--- config.mk ---
export PLATFORM = sky130hd
export DESIGN_NAME = sdpr_ctrl
export DESIGN_NICKNAME = d
export VERILOG_FILES = /design/src/rtl/sdpr_pkg.sv /design/src/rtl/sdpr_bank.sv /design/src/rtl/sdpr_refresh.sv /design/src/rtl/sdpr_ctrl.sv
export VERILOG_INCLUDE_DIRS = /design/src /design/src/rtl
export SDC_FILE = /design/constraint.sdc
export NUM_CORES = 1
export LEC_CHECK = 0
export ABC_AREA = 1
export BUFFER_PORTS_ARGS = -buffer_cell sky130_fd_sc_hd__clkbuf_2
export CORE_MARGIN = 1
export CORE_UTILIZATION = 55
export CTS_BUF_LIST = sky130_fd_sc_hd__clkbuf_2 sky130_fd_sc_hd__clkbuf_4 sky130_fd_sc_hd__clkbuf_8
export DETAILED_ROUTE_END_ITERATION = 8
export GPL_TIMING_DRIVEN = 0
export HOLD_SLACK_MARGIN = 0.12
export PLACE_DENSITY = 0.77
export SYNTH_ARGS = -nofsm -noshare
export SYNTH_HDL_FRONTEND = slang
export SYNTH_SLANG_ARGS = --single-unit
--- constraint.sdc ---
create_clock -name clk_sys -period 1.8 [get_ports clk_sys]
set_input_delay 0.36 -clock clk_sys [delete_from_list [all_inputs] [get_ports clk_sys]]
set_output_delay 0.36 -clock clk_sys [all_outputs]
set_load 0.05 [all_outputs]
--- src/rtl/sdpr_params.svh ---
// sdpr_params.svh: offsets, fields, reset values and timing counts
// assumes: included by bare name after the package is compiled
`ifndef SDPR_PARAMS_SVH
`define SDPR_PARAMS_SVH

// clock rate and timing figures
`define SDPR_CLK_MHZ      25
`define SDPR_T_RP_NS      20
`define SDPR_T_RAS_NS     45
`define SDPR_T_WR_NS      15
`define SDPR_T_RFC_NS     80
`define SDPR_CYC_MIN(ns)  ((((ns) * `SDPR_CLK_MHZ) + 999) / 1000)

// register offsets
`define SDPR_REG_CFG      4'h0
`define SDPR_REG_STAT     4'h4
`define SDPR_REG_ROW      4'h8

// configuration fields
`define SDPR_CFG_BL_LSB   0
`define SDPR_CFG_CL_LSB   4
`define SDPR_CFG_WBM_BIT  9
`define SDPR_CFG_RESET    16'h0022
`define SDPR_BL_CONT      3'h7
`define SDPR_AP_BIT       10
`define SDPR_WR_CONT_LEN  8'hff

`endif

--- src/rtl/sdpr_pkg.sv ---
// sdpr_pkg.sv: types of the bank-state logic
// assumes: nothing
package sdpr_pkg;

	typedef enum logic [2:0] {
		SDPR_NOP, SDPR_ACT, SDPR_RD, SDPR_WR, SDPR_PRE, SDPR_REF, SDPR_OTHER
	} sdpr_cmd_e;

	typedef enum logic [2:0] {
		BK_IDLE, BK_ACTIVE, BK_BURST, BK_WREC, BK_ARMED, BK_PRECH
	} sdpr_bank_e;

	typedef logic [11:0] sdpr_row_t;

	typedef struct packed {
		sdpr_bank_e st;
		logic [7:0] ras;
		logic [7:0] cnt;
		logic       wr;
	} sdpr_bank_s;

	typedef struct packed {
		logic       busy;
		logic [7:0] cnt;
		sdpr_row_t  row;
		sdpr_row_t  ctr;
	} sdpr_ref_s;

	typedef struct packed {
		logic [15:0] cfg;
		logic [15:0] rdata;
		logic [3:0]  open;
		logic [3:0]  idle;
		logic [3:0]  autoPend;
		logic        refBusy;
		sdpr_row_t   refRow;
		logic [7:0]  wrLeft;
		logic        wrCont;
		logic [1:0]  wrCurBank;
		logic        wrStore;
		logic [1:0]  wrStoreBank;
		logic [7:0]  rdLeft;
		logic        rdCont;
		logic [1:0]  rdCurBank;
		logic [1:0]  rdPipe;
		logic [3:0]  rdBankPipe;
		logic [1:0]  dqmPipe;
		logic        rdValid;
		logic [1:0]  rdBank;
		logic        cmdError;
	} sdpr_top_s;

endpackage : sdpr_pkg

--- src/rtl/sdpr_bank.sv ---
// sdpr_bank.sv: open/idle state and precharge timers of one bank
// assumes: commands already decoded and checked by the parent
module sdpr_bank #(
	parameter int TRP  = 1,
	parameter int TRAS = 2,
	parameter int TWR  = 1
) (
	// clock and reset
	input  wire logic       clk_sys,
	input  wire logic       reset_n,
	// decoded requests
	input  wire logic       activate,
	input  wire logic       precharge,
	input  wire logic       access,
	input  wire logic       accWrite,
	input  wire logic       accAuto,
	input  wire logic       accCont,
	input  wire logic [7:0] accLen,
	input  wire logic       interrupt,
	// state
	output logic            open,
	output logic            idle,
	output logic            autoPending
);
	import sdpr_pkg::*;

	localparam logic [7:0] TRP_C  = 8'(TRP - 1);
	localparam logic [7:0] TRAS_C = 8'(TRAS - 1);
	localparam logic [7:0] TWR_C  = 8'(TWR - 1);

	sdpr_bank_s q;
	sdpr_bank_s next_q;

	////////////////////////////////////////////////////////////////////////
	always_comb begin
		next_q = q;
		if (q.ras != 8'h00) begin
			next_q.ras = q.ras - 8'h01;
		end
		case (q.st)
			BK_IDLE: begin
				if (activate) begin
					next_q.st  = BK_ACTIVE;
					next_q.ras = TRAS_C;
				end
			end
			BK_ACTIVE: begin
				if (access && accAuto && !accCont) begin // RQ5 RQ6
					next_q.st  = BK_BURST;
					next_q.cnt = accLen - 8'h01;
					next_q.wr  = accWrite;
				end
			end
			BK_BURST: begin
				if (interrupt && q.wr) begin // RQ13 RQ15
					next_q.st  = BK_WREC;
					next_q.cnt = TWR_C;
				end else if (interrupt) begin // RQ10 RQ11
					next_q.st = BK_ARMED;
				end else if (q.cnt == 8'h00 && q.wr) begin // RQ4
					next_q.st  = BK_WREC;
					next_q.cnt = TWR_C;
				end else if (q.cnt == 8'h00) begin // RQ4
					next_q.st = BK_ARMED;
				end else begin
					next_q.cnt = q.cnt - 8'h01;
				end
			end
			BK_WREC: begin
				if (q.cnt == 8'h00) begin
					next_q.st = BK_ARMED;
				end else begin
					next_q.cnt = q.cnt - 8'h01;
				end
			end
			BK_ARMED: begin
				if (q.ras == 8'h00) begin // RQ9
					next_q.st  = BK_PRECH;
					next_q.cnt = TRP_C;
				end
			end
			BK_PRECH: begin
				if (q.cnt == 8'h00) begin // RQ3
					next_q.st = BK_IDLE;
				end else begin
					next_q.cnt = q.cnt - 8'h01;
				end
			end
			default: begin
				next_q.st = BK_IDLE;
			end
		endcase
		if (precharge && q.st != BK_IDLE && q.st != BK_PRECH) begin // RQ1
			next_q.st  = BK_PRECH;
			next_q.cnt = TRP_C;
		end
	end

	always_ff @(posedge clk_sys or negedge reset_n) begin
		if (!reset_n) begin
			q <= '{st: BK_IDLE, ras: 8'h00, cnt: 8'h00, wr: 1'b0};
		end else begin
			q <= next_q;
		end
	end

	assign open        = q.st != BK_IDLE && q.st != BK_PRECH;
	assign idle        = q.st == BK_IDLE;
	assign autoPending = q.st == BK_BURST || q.st == BK_WREC ||
		q.st == BK_ARMED;

	////////////////////////////////////////////////////////////////////////
	// cycle counts watched by the checks
	logic [7:0] prechCyc;
	logic [7:0] actCyc;
	always_ff @(posedge clk_sys or negedge reset_n) begin
		if (!reset_n) begin
			prechCyc <= 8'h00;
			actCyc   <= 8'h00;
		end else begin
			prechCyc <= (q.st == BK_PRECH) ? prechCyc + 8'h01 : 8'h00;
			actCyc   <= (q.st == BK_IDLE || q.st == BK_PRECH) ? 8'h00 :
				(actCyc == 8'hff ? actCyc : actCyc + 8'h01);
		end
	end
endmodule : sdpr_bank

--- src/rtl/sdpr_refresh.sv ---
// sdpr_refresh.sv: internal refresh row counter and refresh cycle timer
// assumes: start is only raised with all banks idle
module sdpr_refresh #(
	parameter int TRFC = 2
) (
	// clock and reset
	input  wire logic       clk_sys,
	input  wire logic       reset_n,
	// request and state
	input  wire logic       start,
	output logic            busy,
	output sdpr_pkg::sdpr_row_t row
);
	import sdpr_pkg::*;

	localparam logic [7:0] TRFC_C = 8'(TRFC - 1);

	sdpr_ref_s q;
	sdpr_ref_s next_q;

	////////////////////////////////////////////////////////////////////////
	always_comb begin
		next_q = q;
		if (q.busy) begin
			if (q.cnt == 8'h00) begin // RQ20
				next_q.busy = 1'b0;
			end else begin
				next_q.cnt = q.cnt - 8'h01;
			end
		end else if (start) begin
			next_q.busy = 1'b1;
			next_q.cnt  = TRFC_C;
			next_q.row  = q.ctr; // RQ17
			next_q.ctr  = q.ctr + 12'h001;
		end
	end

	always_ff @(posedge clk_sys or negedge reset_n) begin
		if (!reset_n) begin
			q <= '{busy: 1'b0, cnt: 8'h00, row: 12'h000, ctr: 12'h000};
		end else begin
			q <= next_q;
		end
	end

	assign busy = q.busy;
	assign row  = q.row;

	////////////////////////////////////////////////////////////////////////
	logic [7:0] busyLen;
	always_ff @(posedge clk_sys or negedge reset_n) begin
		if (!reset_n) begin
			busyLen <= 8'h00;
		end else begin
			busyLen <= q.busy ? busyLen + 8'h01 : 8'h00;
		end
	end
endmodule : sdpr_refresh

--- src/rtl/sdpr_ctrl.sv ---
// sdpr_ctrl.sv: bank-state, auto precharge and auto refresh logic
// assumes: command pins driven on clk_sys by the memory controller,
// and a register port on the same clock
//
// Functional notes
// RQ1: precharge with A10 low closes one bank, A10 high closes all.
// RQ2: controller activates a bank before reading or writing it.
// RQ3: a bank may be activated only after row-precharge time elapses.
// RQ4: read or write with A10 high precharges the bank after the burst.
// RQ5: continuous page bursts never auto precharge.
// RQ6: single-write mode with continuous length: continuous wins, no auto.
// RQ7: auto precharge choice is taken fresh from every read or write.
// RQ8: no command to an auto-precharging bank until precharge completes.
// RQ9: single access at minimum delay holds precharge until row-active time.
// RQ10: read to other bank cuts a read after CAS latency, precharge now.
// RQ11: write to other bank cuts a read at once, precharge now.
// RQ12: controller raises data mask two clocks before interrupting write.
// RQ13: read cuts auto write; write bank precharges after write recovery.
// RQ14: write data stops one clock before the interrupting read.
// RQ15: write cuts auto write; old bank precharges after write recovery.
// RQ16: all banks precharged and idle before auto refresh.
// RQ17: refresh row comes from internal counter, address ignored.
// RQ18: only no-operation commands during the refresh cycle time.
// RQ19: every row refreshed each period, spread or in one burst.
// RQ20: each auto refresh does exactly one refresh cycle.
// RQ21: refresh period is sixty-four milliseconds.
// RQ22: single-write mode makes every write one column; reads unchanged.
// RQ23: each bank keeps its own state and precharge timer.
//
// Chosen here: the register offsets and the strobed register port.
`include "sdpr_params.svh"

module sdpr_ctrl #(
	parameter int T_RP_CYC  = `SDPR_CYC_MIN(`SDPR_T_RP_NS),
	parameter int T_RAS_CYC = `SDPR_CYC_MIN(`SDPR_T_RAS_NS),
	parameter int T_WR_CYC  = `SDPR_CYC_MIN(`SDPR_T_WR_NS),
	parameter int T_RFC_CYC = `SDPR_CYC_MIN(`SDPR_T_RFC_NS)
) (
	// clock and reset
	input  wire logic        clk_sys,
	input  wire logic        reset_n,
	// command pins
	input  wire logic        cs_n,
	input  wire logic        ras_n,
	input  wire logic        cas_n,
	input  wire logic        we_n,
	input  wire logic [11:0] addr,
	input  wire logic [1:0]  ba,
	input  wire logic        dqm,
	// register port
	input  wire logic [3:0]  regAddr,
	input  wire logic [15:0] regWdata,
	input  wire logic        regWr,
	input  wire logic        regRd,
	output logic [15:0]      regRdata,
	// bank and refresh state
	output logic [3:0]       bankOpen,
	output logic [3:0]       bankIdle,
	output logic [3:0]       bankAutoPending,
	output logic             refreshBusy,
	output sdpr_pkg::sdpr_row_t refreshRow,
	// data strobes
	output logic             rdValid,
	output logic [1:0]       rdBank,
	output logic             wrStore,
	output logic [1:0]       wrBank,
	output logic             cmdError
);
	import sdpr_pkg::*;

	sdpr_top_s q;
	sdpr_top_s next_q;
	sdpr_cmd_e cmd;

	logic [3:0] bOpen;
	logic [3:0] bIdle;
	logic [3:0] bAuto;
	logic [3:0] act;
	logic [3:0] pre;
	logic [3:0] acc;
	logic [3:0] intr;
	logic       refBusy;
	sdpr_row_t  refRow;
	logic       refGo;
	logic       blCont;
	logic       wbm;
	logic [7:0] rdLen;
	logic [7:0] accLen;
	logic       autoOn;
	logic       rdGo;
	logic       wrGo;
	logic [1:0] clSel;

	////////////////////////////////////////////////////////////////////////
	// command decode
	always_comb begin
		cmd = SDPR_OTHER;
		if (cs_n || (ras_n && cas_n && we_n)) begin
			cmd = SDPR_NOP;
		end else if (!ras_n && cas_n && we_n) begin
			cmd = SDPR_ACT;
		end else if (ras_n && !cas_n && we_n) begin
			cmd = SDPR_RD;
		end else if (ras_n && !cas_n && !we_n) begin
			cmd = SDPR_WR;
		end else if (!ras_n && cas_n && !we_n) begin
			cmd = SDPR_PRE;
		end else if (!ras_n && !cas_n && we_n) begin
			cmd = SDPR_REF;
		end
	end

	////////////////////////////////////////////////////////////////////////
	// per-bank requests
	always_comb begin
		blCont = q.cfg[`SDPR_CFG_BL_LSB +: 3] == `SDPR_BL_CONT;
		wbm    = q.cfg[`SDPR_CFG_WBM_BIT];
		rdLen  = 8'h01 << q.cfg[`SDPR_CFG_BL_LSB +: 2];
		accLen = (cmd == SDPR_WR && wbm) ? 8'h01 : rdLen; // RQ22
		autoOn = addr[`SDPR_AP_BIT]; // RQ7
		clSel  = q.cfg[`SDPR_CFG_CL_LSB +: 2];
		rdGo   = 1'b0;
		wrGo   = 1'b0;
		refGo  = 1'b0;
		act    = 4'h0;
		pre    = 4'h0;
		acc    = 4'h0;
		intr   = 4'h0;
		if (!refBusy) begin
			for (int i = 0; i < 4; i++) begin
				act[i]  = cmd == SDPR_ACT && ba == 2'(i) && bIdle[i]; // RQ3
				pre[i]  = cmd == SDPR_PRE &&
					(addr[`SDPR_AP_BIT] || ba == 2'(i)); // RQ1
				acc[i]  = (cmd == SDPR_RD || cmd == SDPR_WR) &&
					ba == 2'(i) && bOpen[i] && !bAuto[i]; // RQ2 RQ8
				intr[i] = (cmd == SDPR_RD || cmd == SDPR_WR) &&
					ba != 2'(i) && (acc != 4'h0 || bOpen[ba]);
			end
			rdGo  = cmd == SDPR_RD && acc != 4'h0;
			wrGo  = cmd == SDPR_WR && acc != 4'h0;
			refGo = cmd == SDPR_REF && bIdle == 4'hf; // RQ16
		end
	end

	////////////////////////////////////////////////////////////////////////
	// four independent banks
	genvar gb;
	generate
		for (gb = 0; gb < 4; gb++) begin : g_bank // RQ23
			sdpr_bank #(
				.TRP  (T_RP_CYC),
				.TRAS (T_RAS_CYC),
				.TWR  (T_WR_CYC)
			) u_bank (
				.clk_sys     (clk_sys),
				.reset_n     (reset_n),
				.activate    (act[gb]),
				.precharge   (pre[gb]),
				.access      (acc[gb]),
				.accWrite    (cmd == SDPR_WR),
				.accAuto     (autoOn),
				.accCont     (blCont),
				.accLen      (accLen),
				.interrupt   (intr[gb]),
				.open        (bOpen[gb]),
				.idle        (bIdle[gb]),
				.autoPending (bAuto[gb])
			);
		end
	endgenerate

	sdpr_refresh #(
		.TRFC (T_RFC_CYC)
	) u_refresh (
		.clk_sys (clk_sys),
		.reset_n (reset_n),
		.start   (refGo),
		.busy    (refBusy),
		.row     (refRow)
	);

	////////////////////////////////////////////////////////////////////////
	// data strobes, register port and error flag
	logic       rdIssue;
	logic       wrTake;
	logic [2:0] rdTap;
	logic [5:0] rdBankTap;
	logic [15:0] statWord;

	always_comb begin
		next_q = q;
		// read column issue; a write cuts the read at once
		rdIssue = rdGo || (q.rdLeft != 8'h00 && cmd != SDPR_WR); // RQ11
		if (rdGo) begin // RQ10
			next_q.rdLeft    = blCont ? 8'h01 : rdLen - 8'h01;
			next_q.rdCont    = blCont;
			next_q.rdCurBank = ba;
		end else if (cmd == SDPR_WR || pre[q.rdCurBank]) begin
			next_q.rdLeft = 8'h00;
		end else if (q.rdLeft != 8'h00 && !q.rdCont) begin
			next_q.rdLeft = q.rdLeft - 8'h01;
		end
		rdTap     = {q.rdPipe, rdIssue};
		rdBankTap = {q.rdBankPipe, (rdGo ? ba : q.rdCurBank)};
		if (cmd == SDPR_WR) begin // RQ11
			next_q.rdPipe = 2'b00;
		end else begin
			next_q.rdPipe = {q.rdPipe[0], rdIssue};
		end
		next_q.rdBankPipe = rdBankTap[3:0];
		// read data mask acts two clocks later
		next_q.dqmPipe = {q.dqmPipe[0], dqm}; // RQ12
		if (clSel == 2'h0) begin
			next_q.rdValid = 1'b0;
			next_q.rdBank  = 2'h0;
		end else begin
			next_q.rdValid = rdTap[clSel - 2'h1] && !q.dqmPipe[0] &&
				cmd != SDPR_WR; // RQ11
			next_q.rdBank  = rdBankTap[2 * (clSel - 2'h1) +: 2];
		end
		// write data: a read or a new write ends the old burst
		wrTake = wrGo || (q.wrLeft != 8'h00 && cmd != SDPR_RD &&
			cmd != SDPR_WR && !pre[q.wrCurBank]); // RQ14 RQ15
		if (wrGo) begin
			next_q.wrLeft    = blCont ? `SDPR_WR_CONT_LEN :
				accLen - 8'h01; // RQ6 RQ22
			next_q.wrCont    = blCont;
			next_q.wrCurBank = ba;
		end else if (!wrTake) begin
			next_q.wrLeft = 8'h00;
		end else if (!q.wrCont) begin
			next_q.wrLeft = q.wrLeft - 8'h01;
		end
		next_q.wrStore     = wrTake && !dqm;
		next_q.wrStoreBank = wrGo ? ba : q.wrCurBank;
		// illegal commands
		next_q.cmdError =
			(refBusy && cmd != SDPR_NOP) || // RQ18
			(cmd == SDPR_ACT && !bIdle[ba]) ||
			((cmd == SDPR_RD || cmd == SDPR_WR) && acc == 4'h0) || // RQ2 RQ8
			(cmd == SDPR_REF && bIdle != 4'hf); // RQ16
		// state mirrors
		next_q.open     = bOpen;
		next_q.idle     = bIdle;
		next_q.autoPend = bAuto;
		next_q.refBusy  = refBusy;
		next_q.refRow   = refRow;
		// register port
		statWord = {7'h00, refBusy, bIdle, bOpen};
		if (regWr && regAddr == `SDPR_REG_CFG) begin
			next_q.cfg = regWdata;
		end
		next_q.rdata = 16'h0000;
		if (regRd) begin
			case (regAddr)
				`SDPR_REG_CFG:  next_q.rdata = q.cfg;
				`SDPR_REG_STAT: next_q.rdata = statWord;
				`SDPR_REG_ROW:  next_q.rdata = {4'h0, refRow};
				default:        next_q.rdata = 16'h0000;
			endcase
		end
	end

	always_ff @(posedge clk_sys or negedge reset_n) begin
		if (!reset_n) begin
			q      <= '0;
			q.cfg  <= `SDPR_CFG_RESET;
			q.idle <= 4'hf;
		end else begin
			q <= next_q;
		end
	end

	assign regRdata        = q.rdata;
	assign bankOpen        = q.open;
	assign bankIdle        = q.idle;
	assign bankAutoPending = q.autoPend;
	assign refreshBusy     = q.refBusy;
	assign refreshRow      = q.refRow;
	assign rdValid         = q.rdValid;
	assign rdBank          = q.rdBank;
	assign wrStore         = q.wrStore;
	assign wrBank          = q.wrStoreBank;
	assign cmdError        = q.cmdError;
endmodule : sdpr_ctrl

==> flow_summary_export.csv <==
group,metric,value,unit
global_routing,grt_max_degree,115,
timing,slew_headroom,48.5,%
finish,post-route-cell-area,0.0161,sq mm
clocking,cts_buffer_depth,3,
detailed_routing,first_pass_iters,6,
run,maxCapViolCount,0,
timing,min_period_over_period,113,%
detailed_routing,vias,12123,
setup_path,crit_required,2.20,ns
timing,setup_violations,93,
setup_path,end_kind,"flip-flop",
global_routing,grt_pass1_wl,53300,um
timing,setup_tns,-9.03,ns
setup_path,cp.arrival,2.43,ns
global_routing,antenna_found_initial,2,
finish,fin_cells,2182,
floorplanning,start_util,56.7,%
setup_path,worstSetupStartpointType,"flip-flop",
clocking,clk_pin_slew,0.06,ns
placement,dp_cells,1977,
pwr,p_per_area,748,mW/mm^2
clocking,clock_sinks,206,
pwr,peakVddDrop,0.914,mV
floorplanning,die_h,150,um
synthesis,ys_seq_elements,206,
synthesis,synth.avg_cell_area,7.42,sq um
status,outcome,"finished, violations left",
worst_hold_path,hold_path_class,"in2reg",
detailed_routing,wl_per_cell,16.5,um
placement,pre_cts_ws,-0.731,ns
synthesis,synthAdderAreaFrac,2.39,%
floorplanning,std_cell_rows,53,
detailed_routing,ant_nets,0,
placement,hpwl,21400,um
timing,post-route-min-period,2.03,ns
setup_path,worstSetupPathType,"reg2reg",
synthesis,netlist_area,0.0120,sq mm
detailed_routing,routed_wl,36100,um
timing,worst_slew_pin_slew,0.772,ns
setup_path,crit_fanout,6,
placement,placed_cell_area,0.0128,sq mm
synthesis,seq_area_frac_synth,42.9,%
synthesis,synth-async-reset-ratio,100,%
synthesis,synth-xor-area-share,3.56,%
finish,nets,1942,
synthesis,synth_mux_area_share,0.738,%
synthesis,synth_enable_flop_cells,0,
clocking,h-tree-depth,2,
detailed_routing,drc,0,
floorplanning,core_area,0.0212,sq mm
clocking,clock-root-buffer,"clkbuf_8",
worst_hold_path,whs_path_depth,3,
synthesis,synth_flop_cell,"dfrtp_1",
synthesis,yosysWarningCount,0,
synthesis,synth_cells,1622,
clocking,tritoncts,"done",
detailed_routing,drt-vias-per-instance,5.56,
clocking,cts_buffers,38,
timing,slew_violations,0,
finish,fin_util,76.0,%
timing,hold_viol_final,0,
finish,drive_gt1_share,32.6,%
status,violations,"setup timing",
pwr,p_leak,0.00835,uW
floorplanning,dieWidth,150,um
setup_path,ff2ff_path_depth,9,
synthesis,synth.distinct_cells,50,
setup_path,rrSetupSlack,-0.23,ns
detailed_routing,drt-initial-drc-count,1059,
synthesis,synth_top_family_by_area,"simple AND/OR/NAND/NOR gates",
floorplanning,die-area,0.0225,sq mm
synthesis,synth_compound_area_share,8.83,%
synthesis,yosys.area_share.simple,31.0,%
global_routing,grt-ovfl-total,0,
global_routing,grt_pass1_vias,11031,
timing,grt_setup_unrepaired,"true",
timing,fin_skew,0.0351,ns
timing,setup_ws,-0.230,ns
placement,routabilityCongestion,0.945,
synthesis,syn-num-nets,1688,
floorplanning,pin_count,91,
finish,area_delta_synth_final,33.9,%
timing,clock.fmax,0.493,GHz
global_routing,grt_usage,29.9,%
placement,io_buffers,79,
clocking,clock_latency,0.55,ns
-- synthesized netlist by cell type (3+ instances only) --
library cell,number,area share [%]
a211oi_1,4,0.25
a21oi_1,73,3.0
a221oi_1,5,0.36
and2_1,5,0.26
buf_2,8,0.33
buf_4,46,2.9
clkbuf_1,9,0.28
dfrtp_1,200,42
dfstp_2,6,1.3
ha_1,23,2.4
inv_1,205,6.4
inv_2,14,0.44
mux2_2,7,0.65
nand2_1,396,12
nand2_2,7,0.36
nand3_1,153,6.4
nand3_2,7,0.58
nand3b_1,4,0.25
nand4_1,20,1.0
nor2_1,198,6.2
nor2_2,13,0.68
nor2_4,6,0.56
nor3_1,24,1.0
nor3_2,4,0.33
nor4_1,3,0.16
o211ai_1,9,0.56
o21ai_0,79,3.3
o21ai_1,5,0.21
o22ai_1,4,0.21
o31ai_1,3,0.19
or2_2,10,0.52
or3_1,3,0.16
xnor2_1,9,0.65
xor2_1,40,2.9
-- timing repair --
item,CTS,global route
pin swaps,40,63
setup buffers,55,54
endpoints found under the setup margin,124,108
resized for setup,209,182
cloned,2,6
hold buffers,19,0
hold endpoints to repair,110,0
-- area by class of cell --
| class | count | area (sq um) |
|---|---|---|
| multi-input cells | 1130 | 6720 |
| diodes | 1 | 2.50 |
| fillers | 1413 | 5100 |
| plain buffers | 67 | 557 |
| flip-flops and latches | 206 | 5170 |
| clock buffers | 64 | 781 |
| well taps | 275 | 344 |
| repair buffers | 213 | 1620 |
| clock inverters | 6 | 57.6 |
| inverters | 220 | 863 |
-- cells in the final DEF, fill, tap and decap left out, types with 11 or more instances in the layout --
master and n:
a21oi_1 61, a21oi_2 11, buf_4 140, buf_6 22, clkbuf_2 78, clkbuf_4 17
clkbuf_8 49, dfrtp_1 191, dlygate4sd3_1 19, ha_1 17, inv_1 168, inv_2 38
inv_4 11, nand2_1 338, nand2_2 48, nand2_4 17, nand3_1 123, nand3_2 21
nand3_4 16, nand4_1 20, nor2_1 157, nor2_2 23, nor2_4 37, nor3_1 13
o21ai_0 56, o21ai_1 20, xor2_1 40
-- sequential cells by signal, summed over array words and instances (netlist names), 3 cells and up --
register / flops
bankAutoPending: 4
bankIdle: 4
bankOpen: 4
g_bank.u_bank.q: 80
next_q: 3
q: 40
refreshRow: 12
regRdata: 16
u_refresh.q: 20
u_refresh.row: 12
-- where the power goes --
part | internal [uW] | total, uW | switching (uW) | leakage, uW
combinational | 751 | 2070 | 1320 | 0.00527
clock | 2880 | 4880 | 2000 | 0.000449
sequential | 4910 | 5110 | 201 | 0.00263
-- cells by family after synthesis --
group,after synthesis
buf+inv,287
fa+ha+maj,23
simple gates,856
flops,206
xor+xnor,49
mux,8
compound gates,193
-- metrics by stage --
stage | power (uW) | hold WS (ns)
6_report | 12100 | 0.200
5_1_grt | 12600 | 0.192
4_1_cts | 11900 | 0.169
3_5_place_dp | 6900 | 0.374
3_3_place_gp | 6820 | 0.370
2_1_floorplan | 6340 | 0.0644
-- path summary, 6_finish.rpt --
check	from	to
worst max-delay path	g_bank[1].u_bank.q[17]$_DFFE_PN0P_	u_refresh.q[5]$_DFFE_PN0P_
worst min-delay path	ba[1]	wrBank[1]$_DFF_PN0_
worst max register to register	g_bank[1].u_bank.q[17]$_DFFE_PN0P_	u_refresh.q[5]$_DFFE_PN0P_
worst min register to register	next_q[9]$_DFF_PN0_	q[9]$_DFF_PN0_
max in group asynchronous	reset_n	g_bank[1].u_bank.q[18]$_DFFE_PN0P_
min in group asynchronous	reset_n	g_bank[0].u_bank.q[14]$_DFF_PN0_
-- metal layers --
layer  part of all wire (%)  wire, um  GRT usage, %  vias to the layer above
met1                     39     14200          38.5                     5669
met4                    5.2      1880          12.7                        4
li1                       -         -             -                     5694
met3                    8.0      2900          6.13                      169
met5                  0.050        18             0                        -
met2                     47     17100          48.9                      587
-- critical path, stage by stage (launching register included) --
cell and delay (ns):
dfrtp_1 0.39, buf_6 0.14, nor2_4 0.15, nand2_4 0.12, nor2_4 0.12, nand4_1 0.21
buf_6 0.22, nor4_4 0.27, nand2_1 0.12, xor2_1 0.15
Power figures use the tool's default switching activity.
